--- src/rtl/sees_pkg.sv ---
// Purpose: constants for the status event and enable summary block
// Assumes: one clock, power-up reset drives rst
// Notes: register set indices and bit widths live here
package sees_pkg;
  // ---------------------------------------------------------------
  // register sets
  // ---------------------------------------------------------------
  localparam int SEES_NUM_SETS = 4;
  localparam int SEES_REG_W = 16;
  localparam logic [1:0] SEES_SET_STD = 2'h0;
  localparam logic [1:0] SEES_SET_OPER = 2'h1;
  localparam logic [1:0] SEES_SET_MEAS = 2'h2;
  localparam logic [1:0] SEES_SET_QUES = 2'h3;
  localparam logic [15:0] SEES_REG_RESET = 16'h0000;
  // ---------------------------------------------------------------
  // field positions
  // ---------------------------------------------------------------
  localparam int SEES_BATT_BUF_FULL_BIT = 9;
  localparam int SEES_STB_ERR_AVAIL_BIT = 2;
  localparam int SEES_STB_MSS_BIT = 6;
  localparam int SEES_STB_W = 8;
  // summary bit positions of the four sets in the status byte
  localparam int SEES_STB_QUES_BIT = 3;
  localparam int SEES_STB_MEAS_BIT = 0;
  localparam int SEES_STB_STD_BIT = 5;
  localparam int SEES_STB_OPER_BIT = 7;
  localparam int SEES_AVG_CNT_W = 16;
  // ---------------------------------------------------------------
  // buffer fill states
  // ---------------------------------------------------------------
  typedef enum logic [0:0]
  {
    SEES_FILL_IDLE = 1'b0,
    SEES_FILL_RUN = 1'b1
  } sees_fill_type;
endpackage

--- src/rtl/sees_event_set.sv ---
// Purpose: one latched event register with its enable and summary
// Assumes: host strobes are single-cycle pulses
// Notes: enable preset behaviour chosen by parameter
`timescale 1ns/1ps
`default_nettype none
module sees_event_set
  import sees_pkg::*;
#(
  parameter int WIDTH = SEES_REG_W,
  parameter bit PRESET_CLEARS = 1'b1
)
(
  // clock and reset
  input wire logic ref_clk,
  input wire logic rst,
  // events and commands
  input wire logic [WIDTH-1:0] event_in,
  input wire logic event_read,
  input wire logic clear_status,
  input wire logic status_preset,
  input wire logic enable_write,
  input wire logic [WIDTH-1:0] enable_data,
  // results
  output logic [WIDTH-1:0] event_reg,
  output logic [WIDTH-1:0] enable_reg,
  output logic summary_reg
);
  // ---------------------------------------------------------------
  // next values
  // ---------------------------------------------------------------
  logic [WIDTH-1:0] event_next;
  logic [WIDTH-1:0] enable_next;
  logic summary_next;
  wire clear_event = event_read | clear_status;
  wire preset_hit = status_preset & PRESET_CLEARS;
  // set on event; R3: latch; R4, R5: read or clear-status; R18: set wins
  assign event_next = (clear_event ? {WIDTH{1'b0}} : event_reg) | event_in;
  // write loads value; R10, R11: preset clears
  assign enable_next = enable_write ? enable_data :
                       (preset_hit ? {WIDTH{1'b0}} : enable_reg);
  // and per bit; R17: or over bits every cycle
  assign summary_next = |(event_next & enable_next);
  // ---------------------------------------------------------------
  // registers
  // ---------------------------------------------------------------
  // power-up clears everything
  always_ff @(posedge ref_clk or posedge rst)
  begin
    if (rst)
    begin
      event_reg <= WIDTH'(SEES_REG_RESET);
      enable_reg <= WIDTH'(SEES_REG_RESET);
      summary_reg <= 1'b0;
    end
    else
    begin
      event_reg <= event_next;
      enable_reg <= enable_next;
      summary_reg <= summary_next;
    end
  end
  // event in clear cycle survives
  chk_event_not_lost: assert property (@(posedge ref_clk) disable iff (rst)
    (clear_event && (event_in != '0)) |=> ((event_reg & $past(event_in)) == $past(event_in)))
    else $error("event lost during clear");
  // latched bit holds without clear
  chk_event_latch_hold: assert property (@(posedge ref_clk) disable iff (rst)
    !clear_event |=> ((event_reg & $past(event_reg)) == $past(event_reg)))
    else $error("latched event dropped");
  // summary follows enabled events
  chk_summary_match: assert property (@(posedge ref_clk) disable iff (rst)
    summary_reg == |(event_reg & enable_reg))
    else $error("summary mismatch");
  // clear-status leaves enable alone
  chk_cls_keeps_enable: assert property (@(posedge ref_clk) disable iff (rst)
    (clear_status && !enable_write && !status_preset) |=> $stable(enable_reg))
    else $error("clear-status touched enable");
endmodule
`default_nettype wire

--- src/rtl/sees_avg_counter.sv ---
// Purpose: counts averaged readings after a trigger, flags buffer full
// Assumes: reading strobes are one-cycle pulses
// Notes: a trigger while running restarts the count
`timescale 1ns/1ps
`default_nettype none
module sees_avg_counter
  import sees_pkg::*;
#(
  parameter int CNT_W = SEES_AVG_CNT_W
)
(
  // clock and reset
  input wire logic ref_clk,
  input wire logic rst,
  // control
  input wire logic trigger,
  input wire logic reading_done,
  input wire logic [CNT_W-1:0] avg_count,
  // result
  output logic buffer_full_reg
);
  sees_fill_type state_reg;
  sees_fill_type state_next;
  logic [CNT_W-1:0] count_reg;
  logic [CNT_W-1:0] count_next;
  logic full_next;
  wire [CNT_W-1:0] count_inc = count_reg + CNT_W'(1);
  // zero count treated as one reading
  wire last_reading = (state_reg == SEES_FILL_RUN) && reading_done &&
                      (count_inc >= avg_count);
  // ---------------------------------------------------------------
  // fill control
  // ---------------------------------------------------------------
  // full only after programmed count following trigger
  always_comb
  begin
    state_next = state_reg;
    count_next = count_reg;
    full_next = 1'b0;
    unique case (state_reg)
      SEES_FILL_IDLE:
      begin
        if (trigger)
        begin
          state_next = SEES_FILL_RUN;
          count_next = '0;
        end
      end
      SEES_FILL_RUN:
      begin
        if (trigger)
        begin
          count_next = '0;
        end
        else if (last_reading)
        begin
          state_next = SEES_FILL_IDLE;
          full_next = 1'b1;
        end
        else if (reading_done)
        begin
          count_next = count_inc;
        end
      end
    endcase
  end
  always_ff @(posedge ref_clk or posedge rst)
  begin
    if (rst)
    begin
      state_reg <= SEES_FILL_IDLE;
      count_reg <= '0;
      buffer_full_reg <= 1'b0;
    end
    else
    begin
      state_reg <= state_next;
      count_reg <= count_next;
      buffer_full_reg <= full_next;
    end
  end
  // full pulse only in the cycle after a reading done in the run state
  chk_full_needs_run: assert property (@(posedge ref_clk) disable iff (rst)
    buffer_full_reg |-> ($past(state_reg) == SEES_FILL_RUN && $past(reading_done)))
    else $error("buffer full without readings");
endmodule
`default_nettype wire

--- src/rtl/sees_status_top.sv ---
// Purpose: event and enable registers of the four status sets, summary bits
// Assumes: command strobes are one-cycle pulses decoded upstream
// Notes: condition registers mirror live inputs, status byte is registered
//
// Function
// four event registers, each with enable register, all readable by host.
// an occurring event sets its event bit to one.
// set event bits stay latched until the register is reset.
// reading an event register returns contents then clears it.
// clear-status resets all four event registers together.
// power-up clears event registers; preset leaves them unchanged.
// each event bit is anded with its enable bit.
// any enabled set event raises the summary bit in the status byte.
// writing zero to an enable register clears all its bits.
// power-up and preset clear enables; clear-status leaves them alone.
// preset leaves the standard event enable register untouched.
// battery buffer full flag sits at measurement bit nine, weight 512.
// buffer full rises only after programmed averaged readings after trigger.
// host fetches buffered data only after seeing buffer full.
// condition registers mirror live conditions, independent of event latches.
// status byte holds master summary on bit six, error available on two.
// summary is or of event and enable bits, recomputed each cycle.
// an event arriving during a read clear stays set.
`timescale 1ns/1ps
`default_nettype none
module sees_status_top
  import sees_pkg::*;
#(
  parameter int WIDTH = SEES_REG_W,
  parameter int CNT_W = SEES_AVG_CNT_W
)
(
  // clock and reset
  input wire logic ref_clk,
  input wire logic rst,
  // event sources per set
  input wire logic [WIDTH-1:0] std_event_in,
  input wire logic [WIDTH-1:0] oper_event_in,
  input wire logic [WIDTH-1:0] meas_event_in,
  input wire logic [WIDTH-1:0] ques_event_in,
  // live conditions
  input wire logic [WIDTH-1:0] oper_cond_in,
  input wire logic [WIDTH-1:0] meas_cond_in,
  input wire logic [WIDTH-1:0] ques_cond_in,
  // battery channel averaging
  input wire logic buf_trigger,
  input wire logic reading_done,
  input wire logic [CNT_W-1:0] avg_count,
  // host commands
  input wire logic clear_status,
  input wire logic status_preset,
  input wire logic event_read,
  input wire logic enable_write,
  input wire logic [1:0] reg_select,
  input wire logic [WIDTH-1:0] enable_data,
  input wire logic error_available_flag,
  input wire logic [SEES_STB_W-1:0] stb_enable,
  // register contents
  output logic [WIDTH-1:0] std_event_reg,
  output logic [WIDTH-1:0] oper_event_reg,
  output logic [WIDTH-1:0] meas_event_reg,
  output logic [WIDTH-1:0] ques_event_reg,
  output logic [WIDTH-1:0] std_enable_reg,
  output logic [WIDTH-1:0] oper_enable_reg,
  output logic [WIDTH-1:0] meas_enable_reg,
  output logic [WIDTH-1:0] ques_enable_reg,
  output logic [WIDTH-1:0] oper_cond_reg,
  output logic [WIDTH-1:0] meas_cond_reg,
  output logic [WIDTH-1:0] ques_cond_reg,
  // read return and status byte
  output logic [WIDTH-1:0] read_data_reg,
  output logic [SEES_STB_W-1:0] status_byte_reg
);
  // ---------------------------------------------------------------
  // per-set wiring
  // ---------------------------------------------------------------
  logic [WIDTH-1:0] ev_in [SEES_NUM_SETS];
  logic [WIDTH-1:0] ev_q [SEES_NUM_SETS];
  logic [WIDTH-1:0] en_q [SEES_NUM_SETS];
  logic [SEES_NUM_SETS-1:0] summ;
  logic battery_buffer_full_flag;
  logic [WIDTH-1:0] meas_src;
  // buffer full pulse enters measurement bit nine
  assign meas_src = meas_event_in |
                    (WIDTH'(battery_buffer_full_flag) << SEES_BATT_BUF_FULL_BIT);
  assign ev_in[SEES_SET_STD] = std_event_in;
  assign ev_in[SEES_SET_OPER] = oper_event_in;
  assign ev_in[SEES_SET_MEAS] = meas_src;
  assign ev_in[SEES_SET_QUES] = ques_event_in;
  sees_avg_counter #(
    .CNT_W(CNT_W)
  ) u_avg (
    .ref_clk(ref_clk),
    .rst(rst),
    .trigger(buf_trigger),
    .reading_done(reading_done),
    .avg_count(avg_count),
    .buffer_full_reg(battery_buffer_full_flag)
  );
  // one event and enable pair per set
  genvar gi;
  generate
    for (gi = 0; gi < SEES_NUM_SETS; gi++)
    begin : g_set
      wire sel = (reg_select == 2'(gi));
      sees_event_set #(
        .WIDTH(WIDTH),
        // standard enable immune to preset
        .PRESET_CLEARS(gi != SEES_SET_STD)
      ) u_set (
        .ref_clk(ref_clk),
        .rst(rst),
        .event_in(ev_in[gi]),
        .event_read(event_read & sel),
        .clear_status(clear_status),
        .status_preset(status_preset),
        .enable_write(enable_write & sel),
        .enable_data(enable_data),
        .event_reg(ev_q[gi]),
        .enable_reg(en_q[gi]),
        .summary_reg(summ[gi])
      );
    end
  endgenerate
  assign std_event_reg = ev_q[SEES_SET_STD];
  assign oper_event_reg = ev_q[SEES_SET_OPER];
  assign meas_event_reg = ev_q[SEES_SET_MEAS];
  assign ques_event_reg = ev_q[SEES_SET_QUES];
  assign std_enable_reg = en_q[SEES_SET_STD];
  assign oper_enable_reg = en_q[SEES_SET_OPER];
  assign meas_enable_reg = en_q[SEES_SET_MEAS];
  assign ques_enable_reg = en_q[SEES_SET_QUES];
  // ---------------------------------------------------------------
  // read return and status byte
  // ---------------------------------------------------------------
  // read returns content before the clear lands
  wire [WIDTH-1:0] read_next = event_read ? ev_q[reg_select] : read_data_reg;
  logic [SEES_STB_W-1:0] stb_raw;
  logic [SEES_STB_W-1:0] stb_next;
  // set summaries feed status byte bits
  always_comb
  begin
    stb_raw = '0;
    stb_raw[SEES_STB_STD_BIT] = summ[SEES_SET_STD];
    stb_raw[SEES_STB_OPER_BIT] = summ[SEES_SET_OPER];
    stb_raw[SEES_STB_MEAS_BIT] = summ[SEES_SET_MEAS];
    stb_raw[SEES_STB_QUES_BIT] = summ[SEES_SET_QUES];
    // error available on bit two
    stb_raw[SEES_STB_ERR_AVAIL_BIT] = error_available_flag;
    stb_next = stb_raw;
    // master summary on bit six
    stb_next[SEES_STB_MSS_BIT] = |(stb_raw & stb_enable);
  end
  wire master_summary_status = stb_next[SEES_STB_MSS_BIT];
  // condition registers follow live inputs every cycle
  always_ff @(posedge ref_clk or posedge rst)
  begin
    if (rst)
    begin
      oper_cond_reg <= '0;
      meas_cond_reg <= '0;
      ques_cond_reg <= '0;
      read_data_reg <= '0;
      status_byte_reg <= '0;
    end
    else
    begin
      oper_cond_reg <= oper_cond_in;
      meas_cond_reg <= meas_cond_in;
      ques_cond_reg <= ques_cond_in;
      read_data_reg <= read_next;
      status_byte_reg <= {stb_next[SEES_STB_W-1:SEES_STB_MSS_BIT+1],
                          master_summary_status,
                          stb_next[SEES_STB_MSS_BIT-1:0]};
    end
  end
  // ---------------------------------------------------------------
  // checks
  // ---------------------------------------------------------------
  // read returns old contents and clears
  chk_read_clears: assert property (@(posedge ref_clk) disable iff (rst)
    (event_read && reg_select == SEES_SET_OPER && oper_event_in == '0)
    |=> (oper_event_reg == '0 && read_data_reg == $past(oper_event_reg)))
    else $error("read did not clear operation events");
  // clear-status empties quiet sets
  chk_cls_clears: assert property (@(posedge ref_clk) disable iff (rst)
    (clear_status && ques_event_in == '0 && std_event_in == '0)
    |=> (ques_event_reg == '0 && std_event_reg == '0))
    else $error("clear-status left events");
  // preset keeps standard enable
  chk_preset_std_keep: assert property (@(posedge ref_clk) disable iff (rst)
    (status_preset && !enable_write) |=> (std_enable_reg == $past(std_enable_reg)
    && oper_enable_reg == '0 && meas_enable_reg == '0))
    else $error("preset enable handling wrong");
  // preset leaves events
  chk_preset_events: assert property (@(posedge ref_clk) disable iff (rst)
    (status_preset && !clear_status && !event_read)
    |=> ((meas_event_reg & $past(meas_event_reg)) == $past(meas_event_reg)))
    else $error("preset changed events");
  // buffer full lands on bit nine
  chk_bf_bit_nine: assert property (@(posedge ref_clk) disable iff (rst)
    battery_buffer_full_flag |=> meas_event_reg[SEES_BATT_BUF_FULL_BIT])
    else $error("buffer full not on bit nine");
  // enable write of zero masks set
  chk_enable_zero: assert property (@(posedge ref_clk) disable iff (rst)
    (enable_write && enable_data == '0 && reg_select == SEES_SET_MEAS)
    |=> meas_enable_reg == '0 ##1 !status_byte_reg[SEES_STB_MEAS_BIT])
    else $error("zero enable did not mask");
  // master summary follows enabled status byte bits
  chk_mss_bit: assert property (@(posedge ref_clk) disable iff (rst)
    status_byte_reg[SEES_STB_MSS_BIT] == |({status_byte_reg[7], 1'b0,
    status_byte_reg[5:0]} & $past(stb_enable)))
    else $error("master summary wrong");
  // condition registers track inputs
  chk_cond_mirror: assert property (@(posedge ref_clk) disable iff (rst)
    !$past(rst) |-> (meas_cond_reg == $past(meas_cond_in)))
    else $error("condition register stale");
  // an event sets its bit
  chk_event_sets: assert property (@(posedge ref_clk) disable iff (rst)
    (std_event_in != '0) |=> ((std_event_reg & $past(std_event_in)) == $past(std_event_in)))
    else $error("standard event not latched");
endmodule
`default_nettype wire

--- config.mk ---
export PLATFORM = sky130hd
export DESIGN_NAME = sees_status_top
export DESIGN_NICKNAME = d
export VERILOG_FILES = /design/src/rtl/sees_pkg.sv /design/src/rtl/sees_event_set.sv /design/src/rtl/sees_avg_counter.sv /design/src/rtl/sees_status_top.sv
export SDC_FILE = /design/constraint.sdc
export NUM_CORES = 1
export LEC_CHECK = 0
export BUFFER_PORTS_ARGS = -buffer_cell sky130_fd_sc_hd__buf_2
export CAP_MARGIN = 5
export CORE_AREA = 2 2 139 141
export DETAILED_ROUTE_END_ITERATION = 6
export DIE_AREA = 0 0 141 143
export GPL_TIMING_DRIVEN = 1
export PLACE_DENSITY_LB_ADDON = 0.25
export SLEW_MARGIN = 15
export SYNTH_ARGS = -nofsm -noshare
export SYNTH_HDL_FRONTEND = slang
export SYNTH_SLANG_ARGS = --single-unit
export TNS_END_PERCENT = 1
--- constraint.sdc ---
create_clock -name ref_clk -period 18.7 [get_ports ref_clk]
set_input_delay 2.805 -clock ref_clk [delete_from_list [all_inputs] [get_ports ref_clk]]
set_output_delay 2.805 -clock ref_clk [all_outputs]
set_load 0.005 [all_outputs]
### Yosys cells after proc, flatten, opt, wreduce, memory -nomap -nowiden

Index checks and enable logic that the tools add are counted.

* register bits: 220
* bits of input ports: 163
* output and inout bits: 200
* word-level logic and storage cells: 88

* add/subtract/negate cells: 1
* $lt $le $gt $ge: 2
* equality and inequality tests: 6
* mux-type cells: 26
* bitwise logic cells: 24
* reduce and logical (&&, ||, !) cells: 9

Operators by type and width (count)
* 16-bit two-way mux: 17
* 16-bit AND: 4
* 16-bit bitwise OR: 4
* 16-bit OR reduction: 4
* 16-bit binary-select mux with 2-bit select: 1
* 16-bit one-hot mux with 2 select lines: 1
* 16-bit by 1-bit adder with 16-bit output, second input constant: 1
* 16-bit >= comparator: 1
* 16-bit by 10-bit bitwise OR with 16-bit output: 1
* 1-bit AND: 8
* 8-bit AND: 1
* 8-bit OR reduction: 1
* 1-bit two-way mux: 6
* 3-bit inequality test, second input constant: 2
* 2-bit == test, second input constant: 2
* 1-bit bitwise OR: 4
* 3-bit >= comparator, second input constant: 1
* 2-bit inverter with 3-bit output: 1
* 3-bit AND reduction: 1
* 2-bit by 1-bit == test with 1-bit output, second input constant: 1
* 1-bit logical AND: 2
* 2-bit logical NOT: 1
* 2-bit inequality test, second input constant: 1
* 1-bit one-hot mux with 2 select lines: 1
* 1-bit inverter: 1

### Longest topological paths before layout

Gate-level depths: netlist (run 1).

* depth after elaboration: 7
* depth in mapped cells: 16
* gate-level depth less buffers: 13

### Hierarchy

From an unflattened synthesis (run 1), not the netlist that was laid out.

* cells, all modules: 861
* area total of the unflattened synthesis: 9904.5 um2

Modules (own cells, without submodules)
* sees_event_set at g_set[1].u_set ...: instances 3, cells each 133, area each 1472.7 um2
* sees_status_top: instances 1, cells each 181, area each 2526.2 um2
* sees_avg_counter: instances 1, cells each 181, area each 1549.0 um2
* sees_event_set at g_set[0].u_set: instances 1, cells each 100, area each 1411.4 um2

### Worst setup path before layout (run 1)

No wires, ideal clock.

* path type: input-to-reg
* from: input port avg_count[1]
* to: register u_avg.count_reg[3]
* arrival: 4520 ps
* data required time: 18622 ps
* path slack: 14102 ps
* cell stages on the path: 9
* path buffers: 1
* path through: inv_1 -> ha_1 -> nor2b_1 -> o211a_1 -> o31ai_2 -> nand4b_1 -> buf_2 -> or3_2 -> a21oi_1

* longest elaborated chain between the ends: 4

RTL lines
* start: declaration: RTL line sees_status_top.sv:48 `input wire logic [CNT_W-1:0] avg_count,`
* 16-bit >= comparator: RTL line sees_avg_counter.sv:30 `(count_inc >= avg_count);`
* 1-bit logical AND: RTL line sees_avg_counter.sv:29 `wire last_reading = (state_reg == SEES_FILL_RUN) && reading_done &&`
* 3-bit inequality test (no source line)
* 3-bit AND reduction (no source line)
* end signal: assignment: RTL line sees_avg_counter.sv:78 `count_reg <= count_next;`
* end: declaration: RTL line sees_avg_counter.sv:24 `logic [CNT_W-1:0] count_reg;`

No other way between the ends.
A chain may end at the register's enable or synchronous reset.

### Worst setup path after layout (run 1)

* from: input port reg_select[0]
* to: register g_set[3].u_set.summary_reg

* elaborated cells on any way between the ends: 9
* classes of those cells: 1 x eq/ne; 2 x mux; 5 x bitwise; 1 x reduce/logical

RTL lines
* start: declaration: RTL line sees_status_top.sv:54 `input wire logic [1:0] reg_select,`
* 2-bit == test: RTL line sees_status_top.sv:105 `wire sel = (reg_select == 2'(gi));`
* 1-bit AND: RTL line sees_status_top.sv:117 `.enable_write(enable_write & sel),`
* 16-bit two-way mux: RTL line sees_event_set.sv:39 `assign enable_next = enable_write ? enable_data :`
* named net g_set[3].u_set.enable_next[11]: RTL line sees_event_set.sv:32 `logic [WIDTH-1:0] enable_next;`
* 16-bit AND: RTL line sees_event_set.sv:42 `assign summary_next = |(event_next & enable_next);`
* 16-bit OR reduction: RTL line sees_event_set.sv:42
* named net g_set[3].u_set.summary_next: RTL line sees_event_set.sv:33 `logic summary_next;`
* end signal: assignment: RTL line sees_event_set.sv:59 `summary_reg <= summary_next;`
* end: declaration: RTL line sees_event_set.sv:26 `output logic summary_reg`

The timed path passes the listed nets, and every way through them passes these cells.

==> flow_summary_export.csv, run 1 <==
group,metric,value,unit
status,status,"finished, final reports clean",
timing,tightest_slew,1.04,ns
synthesis,ys_warn_count,0,
clocking,clkTransAtPathRegs,0.06,ns
detailed_routing,via_per_inst,5.46,
timing,timing.hold.ws,0.387,ns
clocking,clock_path_buffers,3,
synthesis,yosys.cell_count.top_type,"dfrtp_1",
floorplanning,die_y,143,um
floorplanning,dieArea,20200,sq um
cells_and_area,stdcell_area,11800,sq um
clocking,hold_buffers,0,
pwr,p_leak,5.94,nW
synthesis,synthTopCellsByArea,"dfrtp_1 (61%), a21o_1 (5.3%), mux2_2 (4.0%)",
timing,finalCriticalPeriod,5.27,ns
clocking,cts_buffers,23,
placed_design,placed_area,11000,sq um
timing,maxSlewHeadroom,30.9,%
min_path,hold_path_class,"flip-flop to flip-flop",
floorplanning,pin_count,363,
global_routing,grt_max_degree,141,
floorplanning,die_w,141,um
detailed_routing,vias,7234,
placed_design,place_congestion,0.866,
detailed_routing,wl,29000,um
clocking,cts_setup_buffers,0,
timing,hold_viol,0,
clocking,clkLatencyLatePin,0.50,ns
pwr,ir_drop,0.0732,mV
worst_setup_path,start_kind,"input port",
cells_and_area,num-nets-final,1254,
global_routing,gr-total-overflow,0,
synthesis,syn_inst,722,
detailed_routing,wl_per_cell,21.9,um
synthesis,synth_top_area_share,61.2,%
detailed_routing,dr.pass1.iters,5,
clocking,ctsResizeCount,0,
cells_and_area,syn_to_final_growth,30.8,%
worst_setup_path,worstSetupPathType,"input port to flip-flop",
clocking,cts.sinks,220,
synthesis,synth-edff-count,0,
synthesis,synth.avg_cell_area,12.5,sq um
timing,rsz0062_at_grt,"no",
worst_setup_path,path_max_fanout,28,
worst_setup_path,critPathCaptureType,"flip-flop",
floorplanning,start_util,48.5,%
global_routing,grt_util_all_layers,28.4,%
timing,finClkSkew,0.00620,ns
timing,max_freq,190,MHz
synthesis,ys_ff_latch,220,
timing,slew_viol_final,0,
clocking,cts_tree,"done",
synthesis,async_flop_share,100,%
global_routing,first_global_vias,7213,
pwr,p_per_area,99.2,nW/um^2
clocking,cts-root-buf,"clkbuf_16",
worst_setup_path,required,19.06,ns
synthesis,synthesis.area,9000,sq um
timing,finalSetupViolCount,0,
synthesis,synthDistinctLibCells,47,
placed_design,dp_hpwl,21600,um
placed_design,io_buffers,357,
timing,final.setup.tns,0,ns
detailed_routing,ant_nets,0,
detailed_routing,route.detailed.drc,0,
synthesis,synthFlopType,"dfrtp_1",
global_routing,grt_pass1_wl,42200,um
detailed_routing,drtIter0Drc,399,
floorplanning,num_rows,50,
worst_setup_path,critPathArrivalTime,5.64,ns
synthesis,netlist_top_cells_count,"dfrtp_1 (220), nand2_1 (81), a21o_1 (64), o21ai_0 (43), a22oi_1 (33)",
global_routing,grt_antenna_before_repair,2,
clocking,htree_levels,1,
synthesis,synth_top_area_cell,"dfrtp_1",
synthesis,ys_seq_area_share,61.2,%
job,drv_cap,0,
timing,fin_crit_sh,28.2,%
floorplanning,core,18600,sq um
cells_and_area,layout-drive-gt1-share,42.2,%
[path summary, 6_finish.rpt]
kind	endpoint	depth (start not counted)	startpoint	slack, ns
max	g_set[3].u_set.summary_reg$_DFF_PP0_	6	reg_select[0]	13.43
min	status_byte_reg[5]$_DFF_PP0_	0	g_set[0].u_set.summary_reg$_DFF_PP0_	0.39
max reg2reg	u_avg.count_reg[6]$_DFFE_PP0P_	13	u_avg.count_reg[0]$_DFFE_PP0P_	14.54
min reg2reg	status_byte_reg[5]$_DFF_PP0_	0	g_set[0].u_set.summary_reg$_DFF_PP0_	0.39
max in group asynchronous	g_set[3].u_set.enable_reg[9]$_DFF_PP0_	3	rst	14.52
min in group asynchronous	oper_cond_reg[9]$_DFF_PP0_	2	rst	2.53
[cells by family (layout without fill, tap and decap cells)]
| logic type | Yosys count | after routing | share of synthesized area [%] |
|---|---|---|---|
| AND/OR/NAND/NOR | 191 | 191 | 11.3 |
| adder cells (fa/ha/maj) | 17 | 17 | 2.36 |
| other | 1 | 4 | 0.0417 |
| AO/OA/AOI/OAI | 171 | 171 | 12.6 |
| XOR/XNOR | 15 | 15 | 1.46 |
| buffers and inverters | 58 | 425 | 2.90 |
| multiplexers | 49 | 49 | 8.12 |
| flip-flops | 220 | 220 | 61.2 |
[power breakdown]
| part | total, mW | internal (mW) | switching, mW |
|---|---|---|---|
| registers | 0.535 | 0.513 | 0.0224 |
| clock network | 0.479 | 0.294 | 0.186 |
| logic | 0.154 | 0.0710 | 0.0826 |
| total | 1.17 | 0.877 | 0.291 |
[metal layers]
metal | part of all wire [%] | wire (um) | vias to the layer above | track usage, %
li1 | - | - | 3279 | -
met1 | 39 | 11400 | 3557 | 35.0
met2 | 51 | 14700 | 349 | 50.7
met3 | 7.1 | 2050 | 49 | 6.00
met4 | 3.0 | 863 | 0 | 8.37
met5 | 0 | 0 | - | 0
[cells in the final DEF, fill, tap and decap left out, drive strengths merged, types with 6 or more instances in the layout]
cell type	Yosys	routed
a22oi	33	33
nor2	7	7
nand3	9	9
o21ai	43	43
clkbuf	16	31
or3	15	15
nand4	10	10
mux2	32	32
a21oi	18	18
or2	6	6
mux4	16	16
nand2b	28	28
buf	19	361
ha	17	17
dfrtp	220	220
nand3b	22	22
inv	23	23
nand2	81	81
a21o	64	64
a31oi	6	6
xnor2	11	11
[stage by stage]
stage	setup WS [ns]	utilization, %	cells	total power [mW]
CTS	13.42	63.4	1324	1.18
global placement	12.94	59.1	1283	0.695
global route	13.16	63.4	1326	1.21
floorplan	9.87	-	723	0.609
detailed placement	12.88	59.1	1283	0.698
finish	13.43	63.4	1326	1.17
[final cells by class]
class,count,area [sq um]
fill,1491,6800
sequential,220,5510
multi-input combinational,445,3270
inverter,23,93.8
tap,234,293
clock inverter,10,156
clock buffer,31,636
timing repair buffer,361,1820
antenna,2,5.00
[worst max-delay path: stages]
cell and delay (ns):
buf_2 0.66, and3_1 0.98, o21ai_0 0.31, a22oi_1 0.30, nand2_1 0.15, or4_1 0.43
Power figures use the tool's default switching activity.
==> inputs of run 2 (changes only) <==
- clock period: 18.7 -> 5.3 ns (I/O delays scaled with it)
==> flow_summary_export.csv, run 2 (synthesized netlist as in run 1, its figures left out) <==
group,metric,value,unit
clocking,clkTransAtPathRegs,0.06,ns
cells_and_area,syn_to_final_growth,30.8,%
job,drv_cap,0,
pwr,power,4.06,mW
worst_setup_path,worstSetupPathType,"flip-flop to flip-flop",
floorplanning,num_rows,50,
global_routing,grt_max_degree,132,
detailed_routing,route.detailed.drc,0,
floorplanning,dieArea,20200,sq um
detailed_routing,ant_nets,0,
clocking,clkLatencyLatePin,0.52,ns
timing,maxSlewHeadroom,31.4,%
timing,finClkSkew,0.00844,ns
cells_and_area,layoutNonFillerInstCount,1329,
worst_setup_path,startpoint,"u_avg.count_reg[2]$_DFFE_PP0P_",
detailed_routing,vias,7260,
cells_and_area,fillerInstances,1480,
timing,finalCriticalPeriod,4.20,ns
clocking,ctsResizeCount,0,
clocking,cts_buffers,24,
floorplanning,core,18600,sq um
placed_design,place_congestion,0.847,
pwr,clockPowerShare,40.0,%
pwr,p_leak,5.94,nW
timing,max_freq,238,MHz
worst_setup_path,path_max_fanout,30,
floorplanning,start_util,48.5,%
global_routing,grt_antenna_before_repair,1,
global_routing,gr-total-overflow,0,
detailed_routing,wl_per_cell,22.2,um
cells_and_area,layout_commonest_cell,"buf_2",
cells_and_area,layout-drive-gt1-share,42.6,%
placed_design,dp_hpwl,22000,um
placed_design,io_buffers,357,
floorplanning,die_w,141,um
timing,hold_viol,0,
detailed_routing,drtIter0Drc,395,
worst_setup_path,start_kind,"flip-flop",
pwr,switchingPower,1.05,mW
detailed_routing,dr.pass1.iters,5,
pwr,p_sw_share,26.0,%
clocking,cts-root-buf,"clkbuf_16",
worst_setup_path,critPathArrivalTime,4.65,ns
pwr,ir_drop,0.267,mV
clocking,clock_path_buffers,3,
timing,tightest_slew,1.03,ns
cells_and_area,num-nets-final,1257,
timing,final.setup.tns,0,ns
floorplanning,pin_count,363,
pwr,p_per_area,344,nW/um^2
clocking,htree_levels,1,
cells_and_area,utilization,63.4,%
floorplanning,die_y,143,um
worst_setup_path,critPathCaptureType,"flip-flop",
timing,slew_viol_final,0,
worst_setup_path,required,5.74,ns
detailed_routing,wl,29500,um
clocking,cts.sinks,220,
worst_setup_path,worstReg2RegStart,"u_avg.count_reg[2]$_DFFE_PP0P_",
pwr,seqPwrFrac,46.6,%
min_path,hold_path_class,"input port to flip-flop",
cells_and_area,final_cell_mix,"buf_2 (357), dfrtp_1 (220), nand2_1 (81)",
global_routing,grt_util_all_layers,28.9,%
min_path,hold_start,"meas_cond_in[7]",
detailed_routing,via_per_inst,5.46,
clocking,hold_buffers,0,
global_routing,first_global_vias,7288,
timing,rsz0062_at_grt,"no",
clocking,cts_tree,"done",
timing,finalSetupViolCount,0,
timing,timing.hold.ws,0.376,ns
pwr,p_int,3.00,mW
timing,fin_crit_sh,79.3,%
global_routing,grt_pass1_wl,42900,um
clocking,cts_setup_buffers,0,
placed_design,dp.cells,1285,
pwr,pwr-share-comb,13.4,%
status,status,"finished, final reports clean",
run 2: cell count changes in the layout (fill, tap and decap cells not counted), sizes merged:
cell and delta:
diode -1, clkinv +5, buf +2, bufinv -3, clkinvlp +1, inv -1
run 2: worst paths after layout:
check / depth (start not counted) / slack (ns) / endpoint
worst max-delay path: 12 / 1.10 / u_avg.count_reg[3]$_DFFE_PP0P_
worst min-delay path: 1 / 0.38 / meas_cond_reg[7]$_DFF_PP0_
worst max register to register: 12 / 1.10 / u_avg.count_reg[3]$_DFFE_PP0P_
worst min register to register: 0 / 0.40 / status_byte_reg[0]$_DFF_PP0_
max in group asynchronous: 3 / 3.71 / status_byte_reg[7]$_DFF_PP0_
min in group asynchronous: 2 / 0.40 / meas_cond_reg[5]$_DFF_PP0_
run 2: power groups by stage:
| stage | Combinational [mW] | Clock (mW) | Sequential [mW] |
|---|---|---|---|
| finish | 0.544 | 1.62 | 1.89 |
| global route | 0.589 | 1.73 | 1.90 |
| CTS | 0.549 | 1.64 | 1.89 |
| detailed placement | 0.547 | 0 | 1.92 |
| global placement | 0.541 | 0 | 1.91 |
| floorplan | 0.235 | 0 | 1.92 |
run 2: final cells by class:
type	count	area, sq um	area share [%]
sequential	220	5510	46.8
multi-input combinational	445	3260	27.7
timing repair buffer	363	1840	15.7
clock buffer	31	667	5.66
tap	234	293	2.49
clock inverter	12	106	0.903
inverter	23	90.1	0.765
antenna	1	2.50	0.0213
run 2: worst max-delay path, cell delays in order (launching register included):
cell	delay [ns]
dfrtp_1	0.42
nand3_1	0.22
or2_1	0.38
nor2_1	0.21
nand3_1	0.17
xnor2_1	0.24
ha_1	0.29
a211oi_1	0.27
nor2_1	0.09
nor2_1	0.12
nand4b_1	0.80
or3_2	0.76
a21oi_1	0.15
run 2: metal layers:
metal | vias up | track usage (%) | share of wire, %
met4 | 0 | 9.84 | 2.9
met2 | 325 | 51.1 | 51
met1 | 3610 | 35.1 | 38
li1 | 3279 | - | -
met5 | - | 0 | 0
met3 | 46 | 6.67 | 7.3
run 2: metrics by stage:
step	setup WS, ns	instance area [sq um]
2_1_floorplan	1.64	9010
3_3_place_gp	1.26	11000
3_5_place_dp	1.20	11000
4_1_cts	1.16	11800
5_1_grt	0.751	11800
6_report	1.10	11800
==> inputs of run 3 (changes only) <==
- clock period: 5.3 -> 3.9 ns (I/O delays scaled with it)
==> flow_summary_export.csv, run 3 (synthesized netlist as in run 1, its figures left out) <==
group,metric,value,unit
cells_and_area,antennaDiodeCount,0,
worst_setup_path,path_buf_inv,1,
cells_and_area,final_cell_mix,"buf_2 (357), dfrtp_1 (220), nand2_1 (81)",
clocking,cts_setup_buffers,0,
timing,finClkSkew,0.0138,ns
global_routing,use_met2,53.4,%
global_routing,grt_antenna_before_repair,0,
worst_setup_path,path_max_fanout,30,
pwr,switchingPower,1.44,mW
worst_setup_path,crit_family,"simple AND/OR/NAND/NOR gates",
pwr,p_leak,6.01,nW
detailed_routing,ant_nets,0,
pwr,p_int,4.20,mW
pwr,p_per_area,475,nW/um^2
timing,rsz0062_at_grt,"no",
global_routing,grt_use_met1,37.1,%
detailed_routing,wl,29900,um
worst_setup_path,cp_cell_sequence,"ha_1 -> nand3_2 -> or2_1 -> nor3_4 -> nand3_1 -> xnor2_1 -> ha_1 -> nand4_1 -> a2111oi_0 -> nand4b_1 -> buf_4 -> mux2i_1 -> nor2_1",
timing,final.setup.tns,0,ns
pwr,ir_drop,0.460,mV
worst_setup_path,crit_slowest_cell,"a2111oi_0",
worst_setup_path,ff2ff_path_depth,13,
global_routing,gr-total-overflow,0,
worst_setup_path,cp.depth,13,
timing,slew_viol_final,0,
clocking,ctsResizeCount,0,
detailed_routing,wl_per_cell,22.4,um
worst_setup_path,worstSetupPathType,"flip-flop to flip-flop",
worst_setup_path,required,4.28,ns
clocking,clock_path_buffers,3,
min_path,hold_start,"oper_cond_in[3]",
timing,max_freq,289,MHz
timing,timing.hold.ws,0.184,ns
placed_design,io_buffers,357,
global_routing,first_global_vias,7363,
clocking,clkLatencyLatePin,0.51,ns
pwr,p_sw_share,25.6,%
job,drv_cap,0,
status,status,"finished, final reports clean",
detailed_routing,dr.pass1.iters,5,
floorplanning,pin_count,363,
min_path,hold_end,"oper_cond_reg[3]$_DFF_PP0_",
detailed_routing,drtIter0Drc,410,
clocking,cts_buffers,24,
pwr,clockPowerShare,41.2,%
worst_setup_path,path_common_cell,"ha_1",
timing,tightest_slew,0.936,ns
timing,finalSetupViolCount,0,
global_routing,top_usage_layer,"met2",
cells_and_area,layout-drive-gt1-share,43.1,%
clocking,htree_levels,1,
worst_setup_path,critPathArrivalTime,3.84,ns
pwr,pwr-share-comb,13.2,%
detailed_routing,via_per_inst,5.51,
cells_and_area,num-nets-final,1264,
worst_setup_path,r2r-end,"u_avg.count_reg[1]$_DFFE_PP0P_",
clocking,cts.sinks,220,
timing,maxSlewHeadroom,37.6,%
worst_setup_path,r2r_slack,0.44,ns
clocking,clkTransAtPathRegs,0.06,ns
worst_setup_path,critPathCaptureType,"flip-flop",
global_routing,grt_pass1_wl,44100,um
detailed_routing,vias,7347,
placed_design,dp_hpwl,22400,um
cells_and_area,layout_commonest_cell,"buf_2",
timing,hold_viol,0,
global_routing,grt_use_met3,4.83,%
detailed_routing,route.detailed.drc,0,
floorplanning,dieArea,20200,sq um
min_path,hold_depth,1,
worst_setup_path,start_kind,"flip-flop",
floorplanning,core,18600,sq um
floorplanning,die_y,143,um
clocking,cts_tree,"done",
floorplanning,die_w,141,um
cells_and_area,syn_to_final_growth,31.9,%
global_routing,grt_max_degree,134,
pwr,seqPwrFrac,45.6,%
floorplanning,start_util,48.5,%
timing,finalCriticalPeriod,3.46,ns
worst_setup_path,worstReg2RegStart,"u_avg.count_reg[0]$_DFFE_PP0P_",
clocking,hold_buffers,0,
placed_design,place_congestion,0.872,
timing,fin_crit_sh,88.7,%
global_routing,grt_util_all_layers,29.4,%
min_path,hold_path_class,"input port to flip-flop",
worst_setup_path,cpPeakStageDelay,0.47,ns
clocking,cts-root-buf,"clkbuf_16",
floorplanning,num_rows,50,
[run 3: cell count changes in the layout (fill, tap and decap cells not counted)]
cell and change:
clkbuf_1 -3, clkinvlp_4 -1, buf_12 +1, buf_4 +6, inv_8 +1, bufinv_16 +1, clkinv_4 -1, clkbuf_8 +1
clkinv_8 -1, diode_2 -1, clkbuf_16 +1
[run 3: power by group through the flow]
stage                     combinational [mW]  sequential (mW)  clock (mW)
final                                  0.745             2.57        2.32
after global routing                   0.810             2.59        2.45
after CTS                              0.755             2.57        2.36
after detailed placement               0.750             2.61           0
after global placement                 0.741             2.61           0
after floorplan                        0.319             2.60           0
[run 3: metrics by stage]
| stage | cell area [sq um] | cells | worst slack [ns] | power (mW) | util (%) |
|---|---|---|---|---|---|
| floorplan | 9010 | 723 | 0.447 | 2.92 | - |
| global placement | 11100 | 1292 | 0.552 | 3.35 | 59.5 |
| detailed placement | 11100 | 1292 | 0.451 | 3.36 | 59.5 |
| CTS | 11900 | 1333 | 0.437 | 5.68 | 63.9 |
| global route | 11900 | 1333 | 0.0773 | 5.85 | 63.9 |
| finish | 11900 | 1333 | 0.442 | 5.64 | 63.9 |
[run 3: how the worst max path moves through the flow]
stage,from,end,slack (ns)
finish,u_avg.count_reg[0]$_DFFE_PP0P_,u_avg.count_reg[1]$_DFFE_PP0P_,0.44
CTS,u_avg.count_reg[0]$_DFFE_PP0P_,u_avg.count_reg[1]$_DFFE_PP0P_,0.44
global route,u_avg.count_reg[0]$_DFFE_PP0P_,u_avg.count_reg[1]$_DFFE_PP0P_,0.08
global placement,u_avg.count_reg[0]$_DFFE_PP0P_,u_avg.count_reg[1]$_DFFE_PP0P_,0.55
detailed placement,u_avg.count_reg[0]$_DFFE_PP0P_,u_avg.count_reg[1]$_DFFE_PP0P_,0.45
floorplan,rst,g_set[0].u_set.enable_reg[0]$_DFF_PP0_,0.45
[run 3: final cells by class]
class | instances | area (sq um)
fill | 1490 | 6710
sequential | 220 | 5510
multi-input combinational | 445 | 3260
timing repair buffer | 370 | 1910
clock buffer | 30 | 694
tap | 234 | 293
clock inverter | 11 | 115
inverter | 23 | 90.1
[run 3: metal layers]
metal / share of wire, % / wire length (um) / vias to the layer above
met5: 0 / 0 / -
met4: 2.5 / 737 / 0
met3: 5.6 / 1670 / 46
met2: 52 / 15600 / 322
met1: 40 / 11900 / 3704
li1: - / - / 3275
